File: config.mk
export PLATFORM = sky130hd
export DESIGN_NAME = dst_conv_sync
export DESIGN_NICKNAME = d
export VERILOG_FILES = /design/src/hdl/dst_pkg.sv /design/src/hdl/dst_conv_sync.sv
export SDC_FILE = /design/constraint.sdc
export NUM_CORES = 1
export LEC_CHECK = 0
export BUFFER_PORTS_ARGS = -buffer_cell sky130_fd_sc_hd__buf_2
export CORE_MARGIN = 2
export CORE_UTILIZATION = 52
export DETAILED_ROUTE_END_ITERATION = 12
export PLACE_DENSITY = 0.8
export SYNTH_ARGS = -nofsm -noshare
export SYNTH_HDL_FRONTEND = slang
export SYNTH_SLANG_ARGS = --single-unit
File: constraint.sdc
create_clock -name i_mclk -period 7.35 [get_ports i_mclk]
set_input_delay 0.735 -clock i_mclk [delete_from_list [all_inputs] [get_ports i_mclk]]
set_output_delay 0.735 -clock i_mclk [all_outputs]
set_load 0.01 [all_outputs]
File: src/hdl/dst_pkg.sv
// constants, types and the list of behaviours for the daylight-saving and time distribution block
// How it works
// - seven conversion choices, six presets plus user
// - europe: march last sunday 02->03, october back
// - britain: march last sunday 01->02, october back
// - america: april first sunday, october last back
// - australia: october last forward, march last back
// - tasmania/new zealand: october first forward, march back
// - user dates: 02:00 plus, 03:00 minus difference
// - zone difference 0 to 180 minutes
// - convert only while powered, never on backup
// - sync enabled loads module time into clock
// - send time at powerup, hourly while powered, on changes
// - sync setting resets to disabled
// - sync settable from two menu ports
// - conversion enable resets to disabled
package dst_pkg;

  // clock rate and the one-second time base
  localparam int unsigned CLK_PERIOD_NS  = 50;
  localparam int unsigned TICK_PERIOD_NS = 1_000_000_000;
  localparam int unsigned TICK_CYCLES    = TICK_PERIOD_NS / CLK_PERIOD_NS;

  // preset table figures
  localparam logic [4:0] HOUR_ONE       = 5'h01;
  localparam logic [4:0] HOUR_TWO       = 5'h02;
  localparam logic [4:0] HOUR_THREE     = 5'h03;
  localparam logic [3:0] MONTH_MARCH    = 4'h3;
  localparam logic [3:0] MONTH_APRIL    = 4'h4;
  localparam logic [3:0] MONTH_OCTOBER  = 4'hA;
  localparam logic [7:0] PRESET_DIFF    = 8'h3C;   // 60 minutes
  localparam logic [7:0] MAX_DIFF       = 8'hB4;   // 180 minutes
  localparam logic [9:0] MIN_PER_HOUR   = 10'h03C;
  localparam logic [4:0] WEEK_DAYS      = 5'h07;

  // reset values of the settings
  localparam logic RST_DST_EN  = 1'b0;
  localparam logic RST_SYNC_EN = 1'b0;

  // conversion choices
  typedef enum logic [2:0] {
    preset_europe      = 3'h0,
    preset_britain     = 3'h1,
    preset_america     = 3'h2,
    preset_australia   = 3'h3,
    preset_tasmania    = 3'h4,
    preset_new_zealand = 3'h5,
    preset_user        = 3'h6
  } dst_preset_t;

  // which sunday (or fixed day) a transition falls on
  typedef enum logic [1:0] {
    day_first = 2'h0,
    day_third = 2'h1,
    day_last  = 2'h2,
    day_fixed = 2'h3
  } dst_day_kind_t;

  // time of day and date; wday 0 is sunday, year 0..99
  typedef struct packed {
    logic [6:0] year;
    logic [3:0] month;
    logic [4:0] day;
    logic [2:0] wday;
    logic [4:0] hour;
    logic [5:0] min;
    logic [5:0] sec;
  } dst_tod_t;

  // user-defined conversion dates and difference
  typedef struct packed {
    logic [3:0] start_month;
    logic [4:0] start_day;
    logic [3:0] end_month;
    logic [4:0] end_day;
    logic [7:0] diff_min;
  } dst_user_t;

  // whole conversion setting written at once
  typedef struct packed {
    logic        enable;
    dst_preset_t preset;
    dst_user_t   user;
  } dst_cfg_t;

  // one transition description
  typedef struct packed {
    logic [3:0]    month;
    dst_day_kind_t kind;
    logic [4:0]    day;
    logic [4:0]    hour;
  } dst_edge_t;

endpackage

File: src/hdl/dst_conv_sync.sv
// daylight-saving conversion, clock keeping and time-of-day distribution
module dst_conv_sync
  import dst_pkg::*;
#(
  parameter int unsigned P_TICK_CYCLES = TICK_CYCLES  // cycles per second
) (
  input  wire logic     i_mclk,            // controller clock
  input  wire logic     i_srst,            // synchronous reset, high
  input  wire logic     i_powered,         // mains present (low = backup)
  input  wire logic     i_cfg_wr,          // conversion setting write
  input  wire dst_cfg_t i_cfg,             // conversion setting value
  input  wire logic     i_param_sync_wr,   // sync write, parameter menu
  input  wire logic     i_param_sync_val,  // sync value, parameter menu
  input  wire logic     i_setup_sync_wr,   // sync write, setup menu
  input  wire logic     i_setup_sync_val,  // sync value, setup menu
  input  wire logic     i_set_valid,       // set clock request
  input  wire dst_tod_t i_set_tod,         // set clock value
  input  wire logic     i_sync_valid,      // time from comm module
  input  wire dst_tod_t i_sync_tod,        // comm module time value
  output dst_tod_t      o_tod,             // current time of day
  output logic          o_summer,          // summertime offset applied
  output logic          o_dst_en,          // conversion enabled
  output logic          o_sync_en,         // synchronization enabled
  output logic          o_tx_valid,        // time broadcast pulse
  output dst_tod_t      o_tx_tod           // time being broadcast
);

  // days in a month, leap years every fourth year
  function automatic logic [4:0] month_days(input logic [3:0] m, input logic [6:0] y);
    logic [4:0] d;
    d = 5'h1F;
    case (m)
      4'h4, 4'h6, 4'h9, 4'hB: d = 5'h1E;
      4'h2:                   d = (y[1:0] == 2'h0) ? 5'h1D : 5'h1C;
      default:                d = 5'h1F;
    endcase
    return d;
  endfunction

  // one second forward with all carries
  function automatic dst_tod_t advance(input dst_tod_t t);
    dst_tod_t n;
    n = t;
    if (t.sec != 6'h3B) begin
      n.sec = t.sec + 6'h01;
    end else begin
      n.sec = 6'h00;
      if (t.min != 6'h3B) begin
        n.min = t.min + 6'h01;
      end else begin
        n.min = 6'h00;
        if (t.hour != 5'h17) begin
          n.hour = t.hour + 5'h01;
        end else begin
          n.hour = 5'h00;
          n.wday = (t.wday == 3'h6) ? 3'h0 : t.wday + 3'h1;
          if (t.day < month_days(t.month, t.year)) begin
            n.day = t.day + 5'h01;
          end else begin
            n.day = 5'h01;
            if (t.month != 4'hC) begin
              n.month = t.month + 4'h1;
            end else begin
              n.month = 4'h1;
              n.year  = (t.year == 7'h63) ? 7'h00 : t.year + 7'h01;
            end
          end
        end
      end
    end
    return n;
  endfunction

  // move the time within the day by a number of minutes
  function automatic dst_tod_t shift(input dst_tod_t t, input logic [7:0] d, input logic fwd);
    dst_tod_t   n;
    logic [9:0] m;
    n = t;
    m = 10'(t.hour) * MIN_PER_HOUR + 10'(t.min);
    m = fwd ? m + 10'(d) : m - 10'(d);
    n.hour = 5'(m / MIN_PER_HOUR);
    n.min  = 6'(m % MIN_PER_HOUR);
    return n;
  endfunction

  // does the date fall on the transition day
  function automatic logic date_hit(input dst_edge_t e, input dst_tod_t t);
    logic hit;
    hit = 1'b0;
    if (t.month == e.month) begin
      case (e.kind)
        day_first: hit = (t.wday == 3'h0) && (t.day <= WEEK_DAYS);
        day_third: hit = (t.wday == 3'h0) && (t.day > 5'h0E) && (t.day <= 5'h15);
        day_last:  hit = (t.wday == 3'h0) && (6'(t.day) + 6'(WEEK_DAYS) > 6'(month_days(t.month, t.year)));
        default:   hit = (t.day == e.day);
      endcase
    end
    return hit;
  endfunction

  // setting and state registers
  logic [24:0] tick_cnt_ff, nxt_tick_cnt;     // second divider
  logic        tick_ff, nxt_tick;             // one-second enable
  logic        pwr_meta_ff, pwr_ff, pwr_prev_ff; // mains level synchroniser
  logic        boot_ff;                       // cleared after first broadcast
  dst_cfg_t    cfg_ff, nxt_cfg;               // conversion setting
  logic        sync_en_ff, nxt_sync_en;       // synchronization setting
  dst_tod_t    tod_ff, nxt_tod;               // clock
  logic        summer_ff, nxt_summer;         // offset currently applied
  logic        tx_ff, nxt_tx;                 // broadcast pulse
  dst_tod_t    tx_tod_ff, nxt_tx_tod;         // broadcast value

  // transition table for the chosen preset
  dst_edge_t   st_edge, end_edge;             // forward and back transitions
  logic [7:0]  diff;                          // applied difference
  dst_tod_t    t_adv;                         // time one second on

  // divider: one-cycle enable every second
  always_comb begin
    nxt_tick_cnt = tick_cnt_ff + 25'h000_0001;
    nxt_tick     = 1'b0;
    if (tick_cnt_ff == 25'(P_TICK_CYCLES - 1)) begin
      nxt_tick_cnt = 25'h000_0000;
      nxt_tick     = 1'b1;
    end
  end

  always_ff @(posedge i_mclk) begin
    if (i_srst) begin
      tick_cnt_ff <= 25'h000_0000;
      tick_ff     <= 1'b0;
    end else begin
      tick_cnt_ff <= nxt_tick_cnt;
      tick_ff     <= nxt_tick;
    end
  end

  // mains level passes two flip-flops; pwr_prev_ff finds the return of power
  // reset to the powered level, so leaving reset on mains gives no false
  // return-of-power edge and no second power-up broadcast
  always_ff @(posedge i_mclk) begin
    if (i_srst) begin
      pwr_meta_ff <= 1'b1;
      pwr_ff      <= 1'b1;
      pwr_prev_ff <= 1'b1;
    end else begin
      pwr_meta_ff <= i_powered;
      pwr_ff      <= pwr_meta_ff;
      pwr_prev_ff <= pwr_ff;
    end
  end

  // settings: conversion choice and synchronization switch
  always_comb begin
    nxt_cfg     = cfg_ff;
    nxt_sync_en = sync_en_ff;
    if (i_cfg_wr) begin
      nxt_cfg = i_cfg;
      if (i_cfg.user.diff_min > MAX_DIFF) begin
        nxt_cfg.user.diff_min = MAX_DIFF;
      end
      if (i_cfg.preset > preset_user) begin
        nxt_cfg.preset = preset_europe;
      end
    end
    if (i_param_sync_wr) begin
      nxt_sync_en = i_param_sync_val;
    end
    if (i_setup_sync_wr) begin
      nxt_sync_en = i_setup_sync_val;
    end
  end

  always_ff @(posedge i_mclk) begin
    if (i_srst) begin
      cfg_ff        <= '0;
      cfg_ff.enable <= RST_DST_EN;
      sync_en_ff    <= RST_SYNC_EN;
    end else begin
      cfg_ff     <= nxt_cfg;
      sync_en_ff <= nxt_sync_en;
    end
  end

  // preset table: forward and back dates, hours and difference
  always_comb begin
    diff     = PRESET_DIFF;
    st_edge  = '{MONTH_MARCH, day_last, 5'h00, HOUR_TWO};
    end_edge = '{MONTH_OCTOBER, day_last, 5'h00, HOUR_THREE};
    case (cfg_ff.preset)
      preset_britain: begin
        st_edge  = '{MONTH_MARCH, day_last, 5'h00, HOUR_ONE};
        end_edge = '{MONTH_OCTOBER, day_last, 5'h00, HOUR_TWO};
      end
      preset_america: begin
        st_edge  = '{MONTH_APRIL, day_first, 5'h00, HOUR_TWO};
        end_edge = '{MONTH_OCTOBER, day_last, 5'h00, HOUR_TWO};
      end
      preset_australia: begin
        st_edge  = '{MONTH_OCTOBER, day_last, 5'h00, HOUR_TWO};
        end_edge = '{MONTH_MARCH, day_last, 5'h00, HOUR_THREE};
      end
      preset_tasmania: begin
        st_edge  = '{MONTH_OCTOBER, day_first, 5'h00, HOUR_TWO};
        end_edge = '{MONTH_MARCH, day_last, 5'h00, HOUR_THREE};
      end
      preset_new_zealand: begin
        st_edge  = '{MONTH_OCTOBER, day_first, 5'h00, HOUR_TWO};
        end_edge = '{MONTH_MARCH, day_third, 5'h00, HOUR_THREE};
      end
      preset_user: begin
        st_edge  = '{cfg_ff.user.start_month, day_fixed, cfg_ff.user.start_day, HOUR_TWO};
        end_edge = '{cfg_ff.user.end_month, day_fixed, cfg_ff.user.end_day, HOUR_THREE};
        diff     = cfg_ff.user.diff_min;
      end
      default: begin
        diff = PRESET_DIFF;                          // europe figures above
      end
    endcase
  end

  // clock, conversion and broadcast
  always_comb begin
    t_adv      = advance(tod_ff);
    nxt_tod    = tod_ff;
    nxt_summer = summer_ff;
    nxt_tx     = 1'b0;
    nxt_tx_tod = tx_tod_ff;
    if (i_set_valid) begin
      nxt_tod = i_set_tod;                           // set clock changes the time
      nxt_tx  = 1'b1;
    end else if (i_sync_valid && sync_en_ff) begin
      nxt_tod = i_sync_tod;
      nxt_tx  = 1'b1;
    end else if (tick_ff) begin
      nxt_tod = t_adv;                               // clock runs on backup too
      if (pwr_ff && t_adv.min == 6'h00 && t_adv.sec == 6'h00) begin
        nxt_tx = 1'b1;                               // hourly
        // conversion only with mains present
        if (cfg_ff.enable && !summer_ff && t_adv.hour == st_edge.hour && date_hit(st_edge, t_adv)) begin
          nxt_tod    = shift(t_adv, diff, 1'b1);
          nxt_summer = 1'b1;
        end else if (cfg_ff.enable && summer_ff && t_adv.hour == end_edge.hour && date_hit(end_edge, t_adv)) begin
          nxt_tod    = shift(t_adv, diff, 1'b0);
          nxt_summer = 1'b0;                         // repeated hour cannot retrigger
        end
      end
    end
    if (!cfg_ff.enable) begin
      nxt_summer = 1'b0;
    end
    if (boot_ff || (pwr_ff && !pwr_prev_ff)) begin
      nxt_tx = 1'b1;                                 // power-up broadcast
    end
    if (nxt_tx) begin
      nxt_tx_tod = nxt_tod;
    end
  end

  always_ff @(posedge i_mclk) begin
    if (i_srst) begin
      tod_ff    <= '0;
      summer_ff <= 1'b0;
      tx_ff     <= 1'b0;
      tx_tod_ff <= '0;
      boot_ff   <= 1'b1;
    end else begin
      tod_ff    <= nxt_tod;
      summer_ff <= nxt_summer;
      tx_ff     <= nxt_tx;
      tx_tod_ff <= nxt_tx_tod;
      boot_ff   <= 1'b0;
    end
  end

  // outputs straight from registers
  assign o_tod      = tod_ff;
  assign o_summer   = summer_ff;
  assign o_dst_en   = cfg_ff.enable;
  assign o_sync_en  = sync_en_ff;
  assign o_tx_valid = tx_ff;
  assign o_tx_tod   = tx_tod_ff;

endmodule

==> reports/results.tsv, run 1 <==
metric	value	unit
most frequent cells in the layout	237 x nor2_1, 186 x buf_2, 134 x dfxtp_1	
synth warn	0	
Initial DRT Pass Iterations	6	
CTS tree	done	
Pins Over Slew Limit	0	
Slew HR	25.6	%
first-pass GRT wire length	53400	um
Die Y	146	um
fin area	12500	um^2
Crit Path Max Fanout	6	
EDFF count, synth	0	
critical path class	flop to flop	
Pleak	5.49	nW
final setup fails	0	
Req. time, crit path	7.68	ns
crit path DAT	7.42	ns
H-Tree Depth	4	
Routed WL	33700	um
outcome	finished clean	
initial core utilization	53.5	%
via count	11100	
Tcrit/Tclk final	96.4	%
register area share after synthesis	25.8	%
startpoint types	flop	
VDD IR max	0.157	mV
clock slew at reported path FFs	0.07	ns
Tot GR Track Use	30.9	%
Die X	146	um
Max-Cap Viols	0	
reg2reg path depth	27	
Final GP Congestion	0.940	
synth unique cells	90	
worst clock skew	0.0202	ns
CTS sink cnt	135	
Area Growth Syn to Fin	19.7	%
cell area power density	296	nW/um^2
dpl hpwl	25500	um
setup TNS	0	ns
vias in the first global route	10300	
Port Buffers	187	
Seq cells post-synth	135	
Avg Cell Area, Syn	7.51	um^2
Hold Crit Class	flop to flop	
hold path cells	2	
post-synth net total	1564	
most common cell after layout, fill and taps aside	nor2_1	
Ports	188	
die area	21300	um^2
unrepaired setup endpoints after global routing	true	
clock latency on the worst-skew pair	0.43	ns
drt wl/cell	18.1	um
register area	2700	um^2
largest net degree at the start of global routing	74	
DRC	0	
Fmax	141	MHz
vias per inst	5.97	
ys async rst share	0	%
Syn Std Cell Area	10500	um^2
final hold viol count	0	
worst-margin pin slew	1.11	ns
DR iter-0 viols	1005	
Final Net Count	1748	
clk buf depth	2	
Core Region	19600	um^2
grt total ovfl	0	
area of the multi-input gates	7300	um^2
share of cells above drive strength 1	20.3	%
Hold-fix buffers, CTS	0	
# rows	51	
crit path capture type	flop	
DRT antenna net count	0	
Root Buffer	clkbuf_16	
number of fill cells	1704	
ANT cells	0	
antenna violations before repair	0	
Post-synth top flop	dfxtp_1	
Syn Inst Count	1395	
CTS buffer count	17	
min cycle time layout	7.09	ns
Placed Instance Area	11800	um^2
-- sequential cells by signal, summed over array words and instances, names as in the netlist --
register / cells
o_tod: 36
o_tx_tod: 36
cfg_ff: 29
tick_cnt_ff: 25
boot_ff: 1
o_dst_en: 1
o_summer: 1
o_sync_en: 1
o_tx_valid: 1
pwr_ff: 1
pwr_meta_ff: 1
pwr_prev_ff: 1
tick_ff: 1
-- critical path, stage by stage, from the launching register on --
cell      delay [ns]
dfxtp_1         0.33
ha_1            0.17
nor2b_2         0.19
and4_4          0.28
mux2_2          0.37
fa_1            0.59
fa_1            0.46
fa_1            0.50
inv_1           0.05
ha_1            0.32
o21ai_0         0.11
nor2_1          0.14
o21ai_1         0.11
xnor2_1         0.22
ha_1            0.28
buf_4           0.16
inv_1           0.16
a31oi_2         0.12
xnor3_2         0.29
nor2_1          0.08
buf_4           0.17
nand2b_1        0.16
o311ai_0        0.54
nand2_1         0.19
or3_1           0.37
a41oi_1         0.33
nor3_2          0.10
o32ai_2         0.19
-- worst paths after layout --
| kind | startpoint | endpoint | slack (ns) |
|---|---|---|---|
| worst min register to register | cfg_ff[6]$_SDFFE_PP0P_ | cfg_ff[6]$_SDFFE_PP0P_ | 0.47 |
| worst max register to register | o_tod[1]$_SDFF_PP0_ | o_tx_tod[11]$_SDFFE_PP0P_ | 0.26 |
| worst min-delay path | cfg_ff[6]$_SDFFE_PP0P_ | cfg_ff[6]$_SDFFE_PP0P_ | 0.47 |
| worst max-delay path | o_tod[1]$_SDFF_PP0_ | o_tx_tod[11]$_SDFFE_PP0P_ | 0.26 |
-- per-layer routing --
layer	up-vias	part of all wire, %	global-route usage, %
li1	5369	-	-
met2	452	48	52.6
met3	79	7.0	6.33
met4	0	3.2	10.9
met1	5185	42	38.7
met5	-	0	0
-- Yosys cell counts (all sizes together) (16+ instances only) --
cell type	instances	area, um^2
nand4	17	106
mux2i	39	390
nand3	43	220
nor2b	20	125
clkbuf	61	229
inv	71	267
xor2	34	298
dfxtp	135	2700
nand2	95	357
nor3	31	155
nor2	237	890
a31oi	18	113
xnor2	47	427
o21ai	76	384
nor4	16	106
and3	23	144
a211oi	45	343
a21oi	102	518
ha	50	626
-- kinds of logic (layout without fill, tap and decap cells) --
| group | count (synthesis) | count (layout) | share of synthesized area, % |
|---|---|---|---|
| AND/OR/NAND/NOR | 552 | 552 | 24.7 |
| AO/OA/AOI/OAI | 367 | 367 | 23.7 |
| buffers and inverters | 146 | 342 | 5.33 |
| flip-flops | 135 | 135 | 25.8 |
| XOR/XNOR | 86 | 86 | 8.02 |
| adder cells (fa/ha/maj) | 63 | 63 | 7.90 |
| multiplexers | 46 | 46 | 4.52 |
-- power breakdown --
part	internal, mW	switching [mW]
registers	0.774	0.0441
clock network	0.526	0.342
logic	0.841	1.18
-- through the flow --
step                      hold WS [ns]  power (mW)  setup WS (ns)  cells  utilization, %
after global routing             0.487        3.94         0.0315   1856            64.0
final                            0.473        3.71          0.265   1856            64.0
after CTS                        0.473        3.54         0.0148   1846            63.2
after floorplan                  0.389        2.17         0.0393   1395               -
after detailed placement         0.465        2.67         0.0355   1815            60.2
after global placement           0.453        2.66          0.147   1815            60.2
-- repair_timing --
item                                    CTS  global route
endpoints found under the setup margin    0            13
resized for setup                         0            20
endpoints found under the hold margin     0             0
setup buffers                             0            10
-- layout make-up --
class                   instances  area share [%]
repair buffers                240            10.7
clock inverters                10           0.978
multi-input cells            1114            58.3
clock buffers                  21            3.75
well taps                     265            2.65
inverters                      71            2.13
flip-flops and latches        135            21.6
Power figures use the tool's default switching activity.
==> run 2, diff against run 1 <==
--- a/config.mk
+++ b/config.mk
@@ -9,7 +9,8 @@
 export CORE_MARGIN = 2
 export CORE_UTILIZATION = 52
 export DETAILED_ROUTE_END_ITERATION = 12
-export PLACE_DENSITY = 0.8
+export PLACE_DENSITY_LB_ADDON = 0.3
+export REMOVE_ABC_BUFFERS = 1
 export SYNTH_ARGS = -nofsm -noshare
 export SYNTH_HDL_FRONTEND = slang
 export SYNTH_SLANG_ARGS = --single-unit
==> constraint.sdc (replaced) <==
create_clock -name i_mclk -period 7.35 [get_ports i_mclk]
set_input_delay 0.735 -clock i_mclk [delete_from_list [all_inputs] [get_ports i_mclk]]
set_output_delay 0.735 -clock i_mclk [all_outputs]
set_load 0.1 [all_outputs]
==> run 2 against run 1 <==
Core utilization hardly changed. Wire length is 6.7% lower. Highest routed layer unchanged. Clock power hardly changed. Sequential power is 0.6% lower. Total power is 3.7% higher. Design area hardly changed. Sequential cell count stayed put. Sequential share of layout area hardly changed.
==> reports/results.tsv, run 2 (same netlist as run 1, synthesis figures left out) <==
metric	value	unit	change
Hold Crit Class	flop to flop		
Crit Path Max Fanout	6		unchanged
Placed Instance Area	11800	um^2	-0.26%
VDD IR max	0.202	mV	+29%
Fmax	140	MHz	-0.64%
final hold viol count	0		unchanged
DRT antenna net count	0		unchanged
worst min-delay path startpoint	pwr_meta_ff$_SDFF_PP1_		
antenna violations before repair	0		unchanged
Die Y	146	um	unchanged
Port Buffers	187		unchanged
most common cell after layout, fill and taps aside	nor2_1		
hold endpoint	pwr_ff$_SDFF_PP1_		
grt total ovfl	0		unchanged
clock slew at reported path FFs	0.07	ns	about the same
Slew HR	26.4	%	+0.78 points
reg2reg path depth	27		unchanged
# rows	51		unchanged
first-pass GRT wire length	50200	um	-5.9%
die area	21300	um^2	unchanged
Tcrit/Tclk final	97.0	%	+0.62 points
CTS sink cnt	135		unchanged
via count	11000		-0.80%
Root Buffer	clkbuf_16		
crit path capture type	flop		
clock latency on the worst-skew pair	0.44	ns	about the same
worst-margin pin slew	1.10	ns	-0.0117 ns
most frequent cells in the layout	236 x nor2_1, 186 x buf_2, 134 x dfxtp_1		
setup TNS	0	ns	unchanged
cell area power density	307	nW/um^2	+3.8%
CTS buffer count	17		unchanged
Req. time, crit path	7.69	ns	about the same
Ports	188		unchanged
worst clock skew	0.0148	ns	-0.00533 ns
R2R setup slack	0.22	ns	-0.05 ns
startpoint types	flop		
share of cells above drive strength 1	20.5	%	+0.16 points
crit path DAT	7.47	ns	+0.05 ns
number of fill cells	1771		+3.9%
final worst slack	0.219	ns	-0.0457 ns
H-Tree Depth	4		unchanged
Area Growth Syn to Fin	19.7	%	about the same
initial core utilization	53.5	%	unchanged
final setup fails	0		unchanged
Util after Layout	64.0	%	about the same
Pins Over Slew Limit	0		unchanged
ANT cells	0		unchanged
clk buf depth	2		unchanged
min cycle time layout	7.13	ns	+0.0457 ns
CTS tree	done		
Pleak	5.48	nW	-0.14%
Die X	146	um	unchanged
Initial DRT Pass Iterations	6		unchanged
vias per inst	5.93		-0.64%
Final Net Count	1744		-0.23%
FF-to-FF Start	o_tod[1]$_SDFF_PP0_		
vias in the first global route	10300		-0.90%
outcome	finished clean		
critical path class	flop to flop		
r2r endpoint	o_tx_tod[11]$_SDFFE_PP0P_		
Max-Cap Viols	0		unchanged
drt wl/cell	17.0	um	-6.5%
DRC	0		unchanged
Tot GR Track Use	28.4	%	-2.5 points
dpl hpwl	23000	um	-9.7%
fin area	12500	um^2	about the same
Core Region	19600	um^2	unchanged
Final GP Congestion	0.972		+3.4%
Routed WL	31400	um	-6.7%
DR iter-0 viols	921		-8.4%
Final Total Pwr	3.85	mW	+3.7%
largest net degree at the start of global routing	74		unchanged
dpl ws	-0.0327	ns	-0.0683 ns
hold path cells	1		-1
==> run 2: cell types whose count changed in the layout (fill, tap and decap cells not counted), moves of 2 or more <==
cell	previous run	this run
buf_4	54	50
bufinv_16	2	0
clkbuf_8	3	0
clkinv_4	4	1
clkinv_8	0	4
inv_8	0	7
==> run 2: metrics by stage <==
step / cells / hold WS (ns)
2_1_floorplan: 1320 / 0.389
3_3_place_gp: 1812 / 0.397
3_5_place_dp: 1812 / 0.396
4_1_cts: 1845 / 0.414
5_1_grt: 1853 / 0.434
6_report: 1853 / 0.417
==> run 2: per-layer routing <==
metal / wire [um] / global-route usage, % / vias to the layer above
met4: 1030 / 10.8 / 0
met1: 13200 / 35.4 / 5120
li1: - / - / 5364
met2: 15000 / 48.1 / 437
met3: 2120 / 5.92 / 75
met5: 0 / 0 / -
==> run 2: critical path, cell delays in order (launching register included) <==
cell        delay, ns
dfxtp_2          0.37
ha_1             0.17
nor2b_2          0.17
and4_4           0.28
mux2_2           0.35
inv_1            0.10
fa_1             0.44
fa_1             0.52
fa_1             0.51
inv_1            0.05
ha_1             0.33
o21ai_1          0.11
nor2_1           0.19
o21ai_2          0.10
xnor2_1          0.16
ha_1             0.31
buf_4            0.16
clkinvlp_4       0.13
a31oi_1          0.21
xnor3_2          0.33
and2_1           0.20
maj3_2           0.35
a221oi_4         0.35
mux2i_1          0.18
or3_1            0.40
a41oi_2          0.26
nor3_2           0.10
o32ai_2          0.21
==> run 2: what timing repair did <==
action,4_1_cts,5_1_grt
resized for setup,1,24
hold buffers,0,0
pin swaps,0,9
buffers inserted,1,8
setup endpoints to repair,2,14
==> run 2: power by group <==
part | internal, mW | switching (mW)
Clock | 0.460 | 0.406
Sequential | 0.773 | 0.0399
Combinational | 0.825 | 1.34
Total | 2.06 | 1.79
==> run 2: worst max path at each step <==
stage | start | end | slack, ns | depth (start not counted)
CTS | o_tod[1]$_SDFF_PP0_ | o_tx_tod[11]$_SDFFE_PP0P_ | 0.0007 | 26
global route | o_tod[1]$_SDFF_PP0_ | o_tx_tod[11]$_SDFFE_PP0P_ | -0.16 | 27
floorplan | o_tod[0]$_SDFF_PP0_ | o_tx_tod[11]$_SDFFE_PP0P_ | -0.73 | 26
finish | o_tod[1]$_SDFF_PP0_ | o_tx_tod[11]$_SDFFE_PP0P_ | 0.22 | 27
global placement | o_tod[1]$_SDFF_PP0_ | o_tx_tod[11]$_SDFFE_PP0P_ | 0.09 | 25
detailed placement | o_tod[1]$_SDFF_PP0_ | o_tx_tod[11]$_SDFFE_PP0P_ | -0.03 | 25
==> run 2: area by class of cell <==
| type | count | area [um^2] | share of cell area (%) |
|---|---|---|---|
| Clock buffer | 17 | 425 | 3.39 |
| Clock inverter | 15 | 176 | 1.41 |
| Inverter | 71 | 270 | 2.16 |
| Multi-Input combinational cell | 1114 | 7320 | 58.4 |
| Sequential cell | 135 | 2700 | 21.6 |
| Tap cell | 265 | 332 | 2.65 |
| Timing Repair Buffer | 236 | 1310 | 10.4 |
